==> config.mk <==
export PLATFORM = sky130hd
export DESIGN_NAME = phy_event_status_and_config
export DESIGN_NICKNAME = d
export VERILOG_FILES = /design/src/event_cfg_pkg.sv /design/src/sat_counter.sv /design/src/phy_event_status_and_config.sv
export SDC_FILE = /design/constraint.sdc
export NUM_CORES = 1
export LEC_CHECK = 0
export BUFFER_PORTS_ARGS = -buffer_cell sky130_fd_sc_hd__buf_2
export CORE_UTILIZATION = 40
export CTS_CLUSTER_DIAMETER = 100
export DETAILED_ROUTE_END_ITERATION = 16
export GPL_ROUTABILITY_DRIVEN = 1
export GPL_TIMING_DRIVEN = 0
export PLACE_DENSITY_LB_ADDON = 0.05
export SLEW_MARGIN = 10
export SYNTH_ARGS = -nofsm -noshare
export SYNTH_HDL_FRONTEND = slang
export SYNTH_SLANG_ARGS = --single-unit
==> constraint.sdc <==
create_clock -name clock_i -period 5 [get_ports clock_i]
set_clock_uncertainty 0.15 [all_clocks]
set_input_delay 0.5 -clock clock_i [delete_from_list [all_inputs] [get_ports clock_i]]
set_output_delay 0.5 -clock clock_i [all_outputs]
set_load 0.01 [all_outputs]
==> src/event_cfg_pkg.sv <==
// constants for the event status, link configuration and error counter group
// assumes a 16-bit register view placed in the low bits of a 32-bit avalon word
package event_cfg_pkg;
  // ----------------------------------------
  // register word indices and address width
  // ----------------------------------------
  localparam logic [5:0] EVENT_STATUS_IDX = 6'h13;
  localparam logic [5:0] EVENT_ENABLE_IDX = 6'h12;
  localparam logic [5:0] LINK_CONFIG_TWO_IDX = 6'h14;
  localparam logic [5:0] RX_FAULT_COUNT_IDX = 6'h15;
  localparam int ADDR_W = 8;
  // ----------------------------------------
  // event status bit positions
  // ----------------------------------------
  localparam int NEGOTIATION_FAULT_BIT = 15;
  localparam int RATE_CHANGE_BIT = 14;
  localparam int DUPLEX_CHANGE_BIT = 13;
  localparam int PAGE_RECEIVED_BIT = 12;
  localparam int NEGOTIATION_DONE_BIT = 11;
  localparam int LINK_CHANGE_BIT = 10;
  localparam int FALSE_CARRIER_BIT = 8;
  localparam int PAIR_SWAP_CHANGE_BIT = 6;
  localparam int DOWNSHIFT_EVENT_BIT = 5;
  localparam int DOZE_CHANGE_BIT = 4;
  localparam int WAKE_PACKET_BIT = 3;
  localparam int MAC_LINK_ERROR_BIT = 2;
  localparam int LINE_INVERSION_BIT = 1;
  localparam int JABBER_BIT = 0;
  localparam logic [15:0] EVENT_VALID_MASK = 16'hfd7f;
  localparam logic [15:0] EVENT_STATUS_RESET = 16'h0000;
  localparam logic [15:0] EVENT_ENABLE_RESET = 16'h0000;
  // ----------------------------------------
  // link configuration fields
  // ----------------------------------------
  localparam int IRQ_POLARITY_BIT = 13;
  localparam int RETRY_LIMIT_HI = 11;
  localparam int RETRY_LIMIT_LO = 10;
  localparam int DOWNSHIFT_ENABLE_BIT = 9;
  localparam int ENERGY_MODE_BIT = 8;
  localparam int SERIAL_NEG_BIT = 7;
  localparam int TEN_ENABLE_BIT = 6;
  localparam logic IRQ_POLARITY_RESET = 1'b1;
  localparam logic [1:0] RETRY_LIMIT_RESET = 2'h2;
  localparam logic ENERGY_MODE_RESET = 1'b1;
  localparam logic SERIAL_NEG_RESET = 1'b1;
  localparam logic TEN_ENABLE_RESET = 1'b1;
  localparam logic [5:0] CONFIG_LOW_FIXED = 6'h07;
  localparam logic [15:0] COUNT_MAX = 16'hffff;
  localparam logic [31:0] UNMAPPED_READ = 32'h0000_0000;
endpackage

==> src/sat_counter.sv <==
// saturating event counter with synchronous clear
// assumes clear and increment come from logic on the same clock
`timescale 1ns/1ps
module sat_counter
  import event_cfg_pkg::*;
(
  // clock and reset
  input wire logic clock_i,
  input wire logic rst_b_i,
  // control
  input wire logic clear_i,
  input wire logic incr_i,
  // count
  output logic [15:0] count_o
);
  logic [15:0] count_q;
  logic [15:0] count_d;
  wire at_max = (count_q == COUNT_MAX);
  // clear has priority: an error in the clear cycle is dropped
  assign count_d = clear_i ? 16'h0000 : ((incr_i && !at_max) ? count_q + 16'h0001 : count_q);
  always_ff @(posedge clock_i or negedge rst_b_i) begin
    if (!rst_b_i) begin
      count_q <= 16'h0000;
    end else begin
      count_q <= count_d;
    end
  end
  assign count_o = count_q;

  AST_NO_WRAP: assert property (@(posedge clock_i) disable iff (!rst_b_i)
    (count_q == COUNT_MAX && !clear_i) |=> count_q == COUNT_MAX)
    else $error("counter wrapped");
  AST_CLEARS: assert property (@(posedge clock_i) disable iff (!rst_b_i)
    clear_i |=> count_q == 16'h0000)
    else $error("counter not cleared");
endmodule

==> src/phy_event_status_and_config.sv <==
// event status, link configuration two and receive error count registers
// assumes avalon-mm master on clock_i; event and strap inputs are asynchronous
`timescale 1ns/1ps
module phy_event_status_and_config
  import event_cfg_pkg::*;
#(
  parameter bit STRAP_PACKAGE = 1'b0
)
(
  // clock and reset
  input wire logic clock_i,
  input wire logic rst_b_i,
  // avalon-mm slave
  input wire logic [ADDR_W-1:0] avs_address_i,
  input wire logic avs_read_i,
  input wire logic avs_write_i,
  input wire logic [31:0] avs_writedata_i,
  input wire logic [3:0] avs_byteenable_i,
  output logic [31:0] avs_readdata_o,
  output logic avs_waitrequest_o,
  // event sources, one pulse or edge per event
  input wire logic [15:0] event_i,
  input wire logic rx_error_i,
  input wire logic downshift_strap_i,
  // interrupt pin
  output logic irq_pin_o,
  // configuration outputs
  output logic [3:0] downshift_retry_limit_o,
  output logic downshift_enable_o,
  output logic downshift_energy_mode_o,
  output logic serial_mac_negotiation_enable_o,
  output logic downshift_to_ten_enable_o
);
  // ----------------------------------------
  // reset release and input synchronisers
  // ----------------------------------------
  logic [1:0] rst_sync_q;
  logic rst_n;
  always_ff @(posedge clock_i or negedge rst_b_i) begin
    if (!rst_b_i) begin
      rst_sync_q <= 2'b00;
    end else begin
      rst_sync_q <= {rst_sync_q[0], 1'b1};
    end
  end
  assign rst_n = rst_sync_q[1];

  logic [15:0] ev_meta_q;
  logic [15:0] ev_sync_q;
  logic [15:0] ev_prev_q;
  logic rxe_meta_q;
  logic rxe_sync_q;
  logic rxe_prev_q;
  logic strap_meta_q;
  logic strap_sync_q;
  always_ff @(posedge clock_i or negedge rst_n) begin
    if (!rst_n) begin
      ev_meta_q <= 16'h0000;
      ev_sync_q <= 16'h0000;
      ev_prev_q <= 16'h0000;
      rxe_meta_q <= 1'b0;
      rxe_sync_q <= 1'b0;
      rxe_prev_q <= 1'b0;
      strap_meta_q <= 1'b0;
      strap_sync_q <= 1'b0;
    end else begin
      ev_meta_q <= event_i;
      ev_sync_q <= ev_meta_q;
      ev_prev_q <= ev_sync_q;
      rxe_meta_q <= rx_error_i;
      rxe_sync_q <= rxe_meta_q;
      rxe_prev_q <= rxe_sync_q;
      strap_meta_q <= downshift_strap_i;
      strap_sync_q <= strap_meta_q;
    end
  end
  // events count on the rising edge of each synchronised source except reserved bits 9 and 7, which EVENT_VALID_MASK drops
  wire [15:0] event_pulse = ev_sync_q & ~ev_prev_q & EVENT_VALID_MASK;
  wire rx_error_pulse = rxe_sync_q & ~rxe_prev_q;

  // ----------------------------------------
  // bus decode
  // ----------------------------------------
  // one wait cycle per access so read data come from a register
  logic ack_q;
  wire access = (avs_read_i || avs_write_i) && !ack_q;
  wire [5:0] word_idx = avs_address_i[7:2];
  wire hit_status = (word_idx == EVENT_STATUS_IDX);
  wire hit_enable = (word_idx == EVENT_ENABLE_IDX);
  wire hit_config = (word_idx == LINK_CONFIG_TWO_IDX);
  wire hit_count = (word_idx == RX_FAULT_COUNT_IDX);
  wire lane_lo = avs_byteenable_i[0];
  wire lane_hi = avs_byteenable_i[1];
  wire rd_status = access && avs_read_i && hit_status;
  wire wr_enable = access && avs_write_i && hit_enable;
  wire wr_config = access && avs_write_i && hit_config;
  wire wr_count = access && avs_write_i && hit_count;

  // ----------------------------------------
  // event status and enable
  // ----------------------------------------
  logic [15:0] status_q;
  logic [15:0] status_d;
  logic [15:0] enable_q;
  logic [15:0] enable_d;
  // clear only what the read reported; a new event in that cycle survives
  assign status_d = (rd_status ? 16'h0000 : status_q) | event_pulse;
  wire [15:0] enable_wdata = {(lane_hi ? avs_writedata_i[15:8] : enable_q[15:8]),
                              (lane_lo ? avs_writedata_i[7:0] : enable_q[7:0])} & EVENT_VALID_MASK;
  assign enable_d = wr_enable ? enable_wdata : enable_q;
  always_ff @(posedge clock_i or negedge rst_n) begin
    if (!rst_n) begin
      status_q <= EVENT_STATUS_RESET;
      enable_q <= EVENT_ENABLE_RESET;
    end else begin
      status_q <= status_d;
      enable_q <= enable_d;
    end
  end

  // ----------------------------------------
  // link configuration two
  // ----------------------------------------
  logic irq_pol_q;
  logic [1:0] retry_q;
  logic ds_en_q;
  logic energy_q;
  logic serial_neg_q;
  logic ten_q;
  logic strap_taken_q;
  wire wr_cfg_hi = wr_config && lane_hi;
  wire wr_cfg_lo = wr_config && lane_lo;
  // strap_sync_q taken once, in the first cycle after reset while it still holds its reset 0, before any write can land
  wire ds_en_d = !strap_taken_q ? (STRAP_PACKAGE & strap_sync_q) :
                 wr_cfg_hi ? avs_writedata_i[DOWNSHIFT_ENABLE_BIT] : ds_en_q;
  wire irq_pol_d = wr_cfg_hi ? avs_writedata_i[IRQ_POLARITY_BIT] : irq_pol_q;
  wire [1:0] retry_d = wr_cfg_hi ? avs_writedata_i[RETRY_LIMIT_HI:RETRY_LIMIT_LO] : retry_q;
  wire energy_d = wr_cfg_hi ? avs_writedata_i[ENERGY_MODE_BIT] : energy_q;
  wire serial_neg_d = wr_cfg_lo ? avs_writedata_i[SERIAL_NEG_BIT] : serial_neg_q;
  wire ten_d = wr_cfg_lo ? avs_writedata_i[TEN_ENABLE_BIT] : ten_q;
  always_ff @(posedge clock_i or negedge rst_n) begin
    if (!rst_n) begin
      irq_pol_q <= IRQ_POLARITY_RESET;
      retry_q <= RETRY_LIMIT_RESET;
      ds_en_q <= 1'b0;
      energy_q <= ENERGY_MODE_RESET;
      serial_neg_q <= SERIAL_NEG_RESET;
      ten_q <= TEN_ENABLE_RESET;
      strap_taken_q <= 1'b0;
    end else begin
      strap_taken_q <= 1'b1;
      ds_en_q <= ds_en_d;
      irq_pol_q <= irq_pol_d;
      retry_q <= retry_d;
      energy_q <= energy_d;
      serial_neg_q <= serial_neg_d;
      ten_q <= ten_d;
    end
  end
  wire [15:0] config_view = {2'b00, irq_pol_q, 1'b0, retry_q, ds_en_q, energy_q,
                             serial_neg_q, ten_q, CONFIG_LOW_FIXED};

  // ----------------------------------------
  // receive error counter
  // ----------------------------------------
  logic [15:0] count;
  sat_counter u_count (
    .clock_i(clock_i),
    .rst_b_i(rst_n),
    .clear_i(wr_count),
    .incr_i(rx_error_pulse),
    .count_o(count)
  );

  // ----------------------------------------
  // read data and handshake
  // ----------------------------------------
  wire [31:0] read_mux = hit_status ? {16'h0000, status_q} :
                         hit_enable ? {16'h0000, enable_q} :
                         hit_config ? {16'h0000, config_view} :
                         hit_count ? {16'h0000, count} : UNMAPPED_READ;
  logic [31:0] rdata_q;
  logic wait_q;
  wire [31:0] rdata_d = (access && avs_read_i) ? read_mux : rdata_q;
  // waitrequest comes straight from a flop: low only in the cycle after an access is taken
  always_ff @(posedge clock_i or negedge rst_n) begin
    if (!rst_n) begin
      ack_q <= 1'b0;
      wait_q <= 1'b1;
      rdata_q <= 32'h0000_0000;
    end else begin
      ack_q <= access;
      wait_q <= !access;
      rdata_q <= rdata_d;
    end
  end
  assign avs_readdata_o = rdata_q;
  assign avs_waitrequest_o = wait_q;

  // ----------------------------------------
  // interrupt pin and configuration outputs
  // ----------------------------------------
  wire irq_active = |(status_q & enable_q);
  logic irq_q;
  logic [3:0] limit_q;
  always_ff @(posedge clock_i or negedge rst_n) begin
    if (!rst_n) begin
      irq_q <= IRQ_POLARITY_RESET;
      limit_q <= 4'h1 << RETRY_LIMIT_RESET;
    end else begin
      irq_q <= irq_active ^ irq_pol_q;
      limit_q <= 4'h1 << retry_q;
    end
  end
  assign irq_pin_o = irq_q;
  assign downshift_retry_limit_o = limit_q;
  assign downshift_enable_o = ds_en_q;
  assign downshift_energy_mode_o = energy_q;
  assign serial_mac_negotiation_enable_o = serial_neg_q;
  assign downshift_to_ten_enable_o = ten_q;

  // ----------------------------------------
  // checks
  // ----------------------------------------
  AST_EVENT_SETS: assert property (@(posedge clock_i) disable iff (!rst_n)
    (event_pulse != 16'h0000) |=> ((status_q & $past(event_pulse)) == $past(event_pulse)))
    else $error("event not captured");
  AST_ONLY_EVENTS_SET: assert property (@(posedge clock_i) disable iff (!rst_n)
    !rd_status |=> ((status_q & ~$past(status_q)) == ($past(event_pulse) & ~$past(status_q))))
    else $error("status bit set without event");
  AST_NO_ENABLE_NEEDED: assert property (@(posedge clock_i) disable iff (!rst_n)
    (event_pulse[JABBER_BIT] && !enable_q[JABBER_BIT]) |=> status_q[JABBER_BIT])
    else $error("event lost while disabled");
  AST_CLEAR_ON_READ: assert property (@(posedge clock_i) disable iff (!rst_n)
    rd_status |=> ((status_q & ~$past(event_pulse)) == 16'h0000))
    else $error("status not cleared by read");
  AST_READ_RETURNS: assert property (@(posedge clock_i) disable iff (!rst_n)
    rd_status |=> rdata_q == {16'h0000, $past(status_q)})
    else $error("status read value wrong");
  AST_READ_ANSWERED: assert property (@(posedge clock_i) disable iff (!rst_n)
    rd_status |=> !avs_waitrequest_o)
    else $error("status read not answered");
  AST_RESERVED_STATUS: assert property (@(posedge clock_i) disable iff (!rst_n)
    (status_q[9] == 1'b0) && (status_q[7] == 1'b0))
    else $error("reserved status bit set");
  AST_HOLD: assert property (@(posedge clock_i) disable iff (!rst_n)
    (status_q[DOWNSHIFT_EVENT_BIT] && !rd_status) |=> status_q[DOWNSHIFT_EVENT_BIT])
    else $error("status bit dropped without read");
  AST_LOW_EVENT_SETS: assert property (@(posedge clock_i) disable iff (!rst_n)
    event_pulse[DOZE_CHANGE_BIT] |=> status_q[DOZE_CHANGE_BIT])
    else $error("doze change not captured");
  AST_MAC_ERROR_SETS: assert property (@(posedge clock_i) disable iff (!rst_n)
    event_pulse[MAC_LINK_ERROR_BIT] |=> status_q[MAC_LINK_ERROR_BIT])
    else $error("mac link error not captured");
  AST_IRQ_POLARITY: assert property (@(posedge clock_i) disable iff (!rst_n)
    1'b1 |=> irq_pin_o == ($past(irq_active) ^ $past(irq_pol_q)))
    else $error("interrupt level wrong");
  AST_IRQ_ACTIVE_LOW: assert property (@(posedge clock_i) disable iff (!rst_n)
    (irq_pol_q && (status_q & enable_q) != 16'h0000) |=> !irq_pin_o)
    else $error("active low interrupt not driven low");
  AST_IRQ_ACTIVE_HIGH: assert property (@(posedge clock_i) disable iff (!rst_n)
    (!irq_pol_q && (status_q & enable_q) != 16'h0000) |=> irq_pin_o)
    else $error("active high interrupt not driven high");
  AST_POLARITY_WRITE: assert property (@(posedge clock_i) disable iff (!rst_n)
    wr_cfg_hi |=> irq_pol_q == $past(avs_writedata_i[IRQ_POLARITY_BIT]))
    else $error("polarity write lost");
  AST_RETRY_WRITE: assert property (@(posedge clock_i) disable iff (!rst_n)
    wr_cfg_hi |=> retry_q == $past(avs_writedata_i[RETRY_LIMIT_HI:RETRY_LIMIT_LO]))
    else $error("retry field write lost");
  AST_RETRY_ONE: assert property (@(posedge clock_i) disable iff (!rst_n)
    (retry_q == 2'h0) [*2] |-> downshift_retry_limit_o == 4'h1)
    else $error("retry limit one wrong");
  AST_RETRY_TWO: assert property (@(posedge clock_i) disable iff (!rst_n)
    (retry_q == 2'h1) [*2] |-> downshift_retry_limit_o == 4'h2)
    else $error("retry limit two wrong");
  AST_RETRY_FOUR: assert property (@(posedge clock_i) disable iff (!rst_n)
    (retry_q == 2'h2) [*2] |-> downshift_retry_limit_o == 4'h4)
    else $error("retry limit four wrong");
  AST_RETRY_MAP: assert property (@(posedge clock_i) disable iff (!rst_n)
    (retry_q == 2'h3) [*2] |-> downshift_retry_limit_o == 4'h8)
    else $error("retry limit mapping wrong");
  AST_STRAP_TAKEN: assert property (@(posedge clock_i) disable iff (!rst_n)
    !strap_taken_q |=> ds_en_q == (STRAP_PACKAGE & $past(strap_sync_q)))
    else $error("downshift enable not taken from strap");
  AST_DOWNSHIFT_WRITE: assert property (@(posedge clock_i) disable iff (!rst_n)
    (strap_taken_q && wr_cfg_hi) |=> ds_en_q == $past(avs_writedata_i[DOWNSHIFT_ENABLE_BIT]))
    else $error("downshift enable write lost");
  AST_UPPER_CONFIG_HOLD: assert property (@(posedge clock_i) disable iff (!rst_n)
    (strap_taken_q && !wr_cfg_hi) |=> ($stable(ds_en_q) && $stable(irq_pol_q) && $stable(retry_q) && $stable(energy_q)))
    else $error("upper config changed without write");
  AST_ENERGY_WRITE: assert property (@(posedge clock_i) disable iff (!rst_n)
    wr_cfg_hi |=> energy_q == $past(avs_writedata_i[ENERGY_MODE_BIT]))
    else $error("energy mode write lost");
  AST_SERIAL_WRITE: assert property (@(posedge clock_i) disable iff (!rst_n)
    wr_cfg_lo |=> serial_neg_q == $past(avs_writedata_i[SERIAL_NEG_BIT]))
    else $error("serial negotiation write lost");
  AST_LOWER_CONFIG_HOLD: assert property (@(posedge clock_i) disable iff (!rst_n)
    !wr_cfg_lo |=> ($stable(serial_neg_q) && $stable(ten_q)))
    else $error("lower config changed without write");
  AST_TEN_WRITE: assert property (@(posedge clock_i) disable iff (!rst_n)
    wr_cfg_lo |=> ten_q == $past(avs_writedata_i[TEN_ENABLE_BIT]))
    else $error("ten megabit fallback write lost");
  AST_CONFIG_FIXED: assert property (@(posedge clock_i) disable iff (!rst_n)
    config_view[15:14] == 2'b00 && config_view[5:0] == CONFIG_LOW_FIXED)
    else $error("fixed config bits wrong");
  AST_ERROR_COUNTS: assert property (@(posedge clock_i) disable iff (!rst_n)
    (rx_error_pulse && !wr_count && count != COUNT_MAX) |=> count == $past(count) + 16'h0001)
    else $error("receive error not counted");
  AST_COUNT_HOLD: assert property (@(posedge clock_i) disable iff (!rst_n)
    (!rx_error_pulse && !wr_count) |=> $stable(count))
    else $error("count changed without error");
  AST_COUNT_WRITE_CLEARS: assert property (@(posedge clock_i) disable iff (!rst_n)
    wr_count |=> (!avs_waitrequest_o && count == 16'h0000))
    else $error("count write not cleared or answered");
  AST_MASKED_QUIET: assert property (@(posedge clock_i) disable iff (!rst_n)
    ((status_q & enable_q) == 16'h0000) |=> irq_pin_o == $past(irq_pol_q))
    else $error("interrupt without enabled event");
  AST_RESERVED_ENABLE: assert property (@(posedge clock_i) disable iff (!rst_n)
    (enable_q[9] == 1'b0) && (enable_q[7] == 1'b0))
    else $error("reserved enable bit set");
  AST_ENABLE_WRITE: assert property (@(posedge clock_i) disable iff (!rst_n)
    (wr_enable && lane_lo && lane_hi) |=> enable_q == ($past(avs_writedata_i[15:0]) & EVENT_VALID_MASK))
    else $error("enable write lost");
  AST_ENABLE_HOLD: assert property (@(posedge clock_i) disable iff (!rst_n)
    !wr_enable |=> $stable(enable_q))
    else $error("enable changed without write");
  AST_IRQ_DROPS: assert property (@(posedge clock_i) disable iff (!rst_n)
    (rd_status && event_pulse == 16'h0000) |=> ##1 irq_pin_o == $past(irq_pol_q))
    else $error("interrupt stays after clearing read");
endmodule

# After elaboration in Yosys (flattened, before gate mapping)
# Index checks and enable logic that the tools add are counted.
# Widths: inputs -> output; s select.
# op_classes
add_sub_neg,1
eq_ne,6
n_shift,1
muxes,9
bitwise_logic,7
reduce_logical,18
# op_table
op,n
$mux 16,7
$and 16x16->16,2
$eq 6x5->1 const B,4
$add 16x1->16 const B,1
$eq 16x16->1 const B,1
$not 16->16,1
$or 16x16->16,1
$reduce_or 16->1,1
$logic_and 1x1->1,10
$reduce_and 2->1,2
$shl 1x2->4 const A,1
$logic_not 1->1,3
$mux 1,2
$ne 2x1->1 const B,1
$reduce_bool 2->1,1
$and 1x1->1,1
$logic_or 1x1->1,1
$not 1->1,1
$xor 1x1->1,1
# word_totals
regBits,146
input_bits,66
word_cells,65

# Longest topological paths before layout
# logic_depth
depth_word,7
depth_mapped,7
mapped_depth_nobuf,5

# By module
# From an unflattened synthesis, not the netlist that was laid out.
# unflattened
cells_unflattened,402
hier_area_um2,4988.5
# by_module_without_submodules
mod,n_inst,cells_per_inst,area_each_um2
phy_event_status_and_config,1,299,4007.6
sat_counter,1,103,980.9

# Worst setup path before layout
# OpenSTA, ideal clock, no wires.
# synth_path
kind,input-to-reg
start,input avs_address_i[2]
end,register rdata_q[13] (netlist: avs_readdata_o[13])
setup_time_ps,126
arrival_time_ps,1638
path_slack_ps,3085
stages,5
path_cell_list,buf_1 -> mux2_2 -> a22oi_1 -> nor2_1 -> a221o_1
# synth_between
elab_chain_len,5
# synth_rtl
element,line,text
"start, declared",phy_event_status_and_config.sv:14,"input wire logic [ADDR_W-1:0] avs_address_i,"
$eq 6x5->1,phy_event_status_and_config.sv:91,wire hit_count = (word_idx == RX_FAULT_COUNT_IDX);
$mux 16,phy_event_status_and_config.sv:181,"hit_count ? {16'h0000, count} : UNMAPPED_READ;"
$mux 16,phy_event_status_and_config.sv:180,"hit_config ? {16'h0000, config_view} :"
$mux 16,phy_event_status_and_config.sv:179,"hit_enable ? {16'h0000, enable_q} :"
$mux 16 *,phy_event_status_and_config.sv:178,"wire [31:0] read_mux = hit_status ? {16'h0000, status_q} :"
"end signal, assigned",phy_event_status_and_config.sv:194,rdata_q <= rdata_d;
"end, declared",phy_event_status_and_config.sv:182,logic [31:0] rdata_q;
# Mark *: on every way between the ends. The rest lies on a longest branch, timed or not.
# A chain may end at the register's enable or synchronous reset.

# Worst setup path after layout
# layout_path
start,register u_count.count_q[0] (netlist: u_count.count_o[0])
end,register u_count.count_q[14] (netlist: u_count.count_o[14])
# layout_between
elab_chain_len,4
# layout_rtl
element,line,text
"start, declared",sat_counter.sv:16,logic [15:0] count_q;
"start signal, assigned",sat_counter.sv:25,count_q <= count_d;
"parallel branches: the longest is 4 deep, another holds $add 16x1->16",n/a,
# Several ways; the timed one is not identified. The select of a mux whose other input is x is not followed.

==> out/qor.yml <==
placed_design:
  routabilityCongestion: 0.815
  hpwl_um: 7670
  dp_slack_ns: 2.49
  portBuffers: 68
  dp_cells: 615
power:
  p_clk_frac: 0.461
  seq_power_share: 0.430
  vdd_drop_max_mv: 0.287
  leakage_uw: 0.00289
  switching_share: 0.251
  p_sw_uw: 709
  p_int_uw: 2110
  p_comb_frac: 0.109
  p_per_area_mw_per_mm2: 460
route:
  wirelength_um: 11000
  initialDrtViolationCount: 235
  first_pass_iters: 4
  num_vias: 3370
  vias_per_cell: 5.20
  drtAntennaViolNets: 0
  drc: 0
  wl_per_cell_um: 17.0
yosys:
  synth_top_area_share: 0.585
  async_reset_ff_frac: 1.00
  synth-edff-count: 0
  synth_top_cells_by_area: "dfrtp_1 (59%), mux2_2 (5.8%), dfstp_2 (4.3%)"
  synthCells: 387
  ys_warn_count: 0
  ys.flop_type: "dfrtp_1"
  synth_cell_types: 45
  avgSynthCellArea_um2: 12.6
  yosysTopAreaCell: "dfrtp_1"
  synth-seq-cells: 122
  seq_area_frac_synth: 0.628
  syn_area_mm2: 0.00487
timing:
  fmax_ghz: 0.472
  rsz0062_at_grt: "false"
  finalCritPeriodShare: 0.424
  worst_hold_slack_ns: 0.0382
  slew_viol_final: 0
  finalCriticalPeriod_ns: 2.12
  setup_viol: 0
  final-hold-violation-count: 0
  tightestPinTransition_ns: 0.766
  setup_ws_ns: 2.88
  max_slew_margin: 0.490
critical_path:
  critPathKind: "reg2reg"
  max_stage_delay_ns: 0.42
  cp-end-kind: "flip-flop"
  critPathRequiredTime_ns: 5.19
  rrSetupSlack_ns: 2.88
  crit_arrival_ns: 2.31
  cp_max_fo: 8
  critPathBufInv: 1
  critical_path.cell_chain: "ha_1 > and3b_1 > clkbuf_1 > nand4_1 > or4_1 > a21oi_1"
  critPathLaunchType: "flip-flop"
  slowest_stage: "or4_1"
  cpLargestDelayFamily: "simple AND/OR/NAND/NOR gates"
job:
  max_cap_violations: 0
die:
  initial_utilization: 0.418
  die_w_um: 112
  io_pins: 108
  fp.coreArea_mm2: 0.0117
  die_h_um: 112
  rows: 39
  die_area_mm2: 0.0126
cells_and_area:
  fin_nets: 559
  area_delta_synth_final_pct: 25.7
  post-route-util: 0.525
  drive_gt1_frac: 0.319
  instances_no_fill: 648
  n_antenna_cell: 0
  layout_commonest_cell: "dfrtp_1"
  layout_common_cells: "dfrtp_1 (113), buf_2 (69), nand2_1 (25), mux2_2 (25), conb_1 (18)"
min_path:
  holdCritPathClass: "in2reg"
clock_network:
  cts_hold_buf: 1
  clk_pin_slew_worst_paths_ns: 0.06
  root_buffer: "clkbuf_16"
  numCtsBuffers: 17
  cts_tree: "done"
  clkLatencyLatePin_ns: 0.41
  clock_path_buffers: 2
  postCtsSetupRepairBufs: 0
  htreeDepth: 4
  cts.sinks: 122
  cts-resized-gates: 0
global_routing:
  grt.total_usage: 0.195
  grt_max_degree: 63
  grt_pass1_wl_um: 18000
  antenna_found_initial: 0
  grt_pass1_vias: 3357
  overflow: 0
run_status:
  status: "complete, no violations"
layer usage:
layer / wire [um] / share of wire / up-vias / track usage
met4: 212 / 0.019 / 0 / 0.0720
met1: 5230 / 0.48 / 1664 / 0.271
met3: 589 / 0.054 / 13 / 0.0648
met2: 4970 / 0.45 / 102 / 0.284
met5: 0 / 0 / - / 0
li1: - / - / 1591 / -
sequential cells by signal, indices dropped and copies added (netlist names), 2 cells and up:
signal / count
u_count.count_o: 16
downshift_retry_limit_o: 4
avs_readdata_o: 16
status_q: 14
ev_prev_q: 14
ev_meta_q: 14
rst_sync_q: 2
enable_q: 14
ev_sync_q: 14
retry_q: 2
per-stage QoR:
step	TNS, ns	instance area (um2)	power (uW)
after floorplan	0	4930	1410
after global placement	-17.56	5450	1520
after detailed placement	0	5480	1530
after CTS	0	6130	2850
after global routing	0	6130	2950
final	0	6130	2820
final cells by class:
class                      count  area (um2)
fill                        1075        5540
sequential                   122        3070
multi-input combinational    232        1610
clock buffer                  19         433
timing repair buffer          70         378
buffer                        33         204
clock inverter                13         200
tap                          143         179
inverter                      16        60.1
cells by family after synthesis:
logic type / synth area share
flip-flops: 0.628
multiplexers: 0.0639
buffers and inverters: 0.0542
XOR/XNOR: 0.00180
other: 0.00154
AND/OR/NAND/NOR: 0.115
AO/OA/AOI/OAI: 0.132
adder cells (fa/ha/maj): 0.00257
worst reg2reg max path, stage by stage (launching register included):
cell	delay (ns)
dfrtp_1	0.41
ha_1	0.23
and3b_1	0.17
clkbuf_1	0.34
nand4_1	0.17
or4_1	0.42
a21oi_1	0.15
power groups by stage:
stage | Combinational, uW | Clock (uW) | Sequential, uW
5_1_grt | 343 | 1370 | 1230
3_3_place_gp | 284 | 0 | 1240
4_1_cts | 306 | 1330 | 1210
6_report | 306 | 1300 | 1210
2_1_floorplan | 210 | 0 | 1200
3_5_place_dp | 304 | 0 | 1230
final timing paths:
path                                         start                   to  depth (start not counted)
worst min register to register        ev_meta_q[2]         ev_sync_q[2]                          0
worst min-delay path                    event_i[6]         ev_meta_q[6]                          1
worst max register to register  u_count.count_o[0]  u_count.count_o[14]                          6
min in group asynchronous                  rst_b_i        rst_sync_q[1]                          2
worst max-delay path            u_count.count_o[0]  u_count.count_o[14]                          6
max in group asynchronous            rst_sync_q[1]            irq_pin_o                          1
Yosys cell counts, types with 3 or more instances:
master	n
dfrtp_1	114
mux2_2	25
nand2_1	25
buf_4	17
a22oi_1	16
inv_1	16
a22o_1	15
o21ai_0	15
a21oi_1	12
clkbuf_1	12
nor2_1	12
nand3_1	10
a221o_1	8
dfstp_2	8
nand4_1	7
o31ai_1	7
or4_1	7
a2bb2oi_1	6
nor2b_1	6
and3_1	4
o211ai_1	4
and2_1	3
mux2i_1	3
nor3_1	3
or3_1	3
No activity file was read; power rests on OpenSTA's default activity.
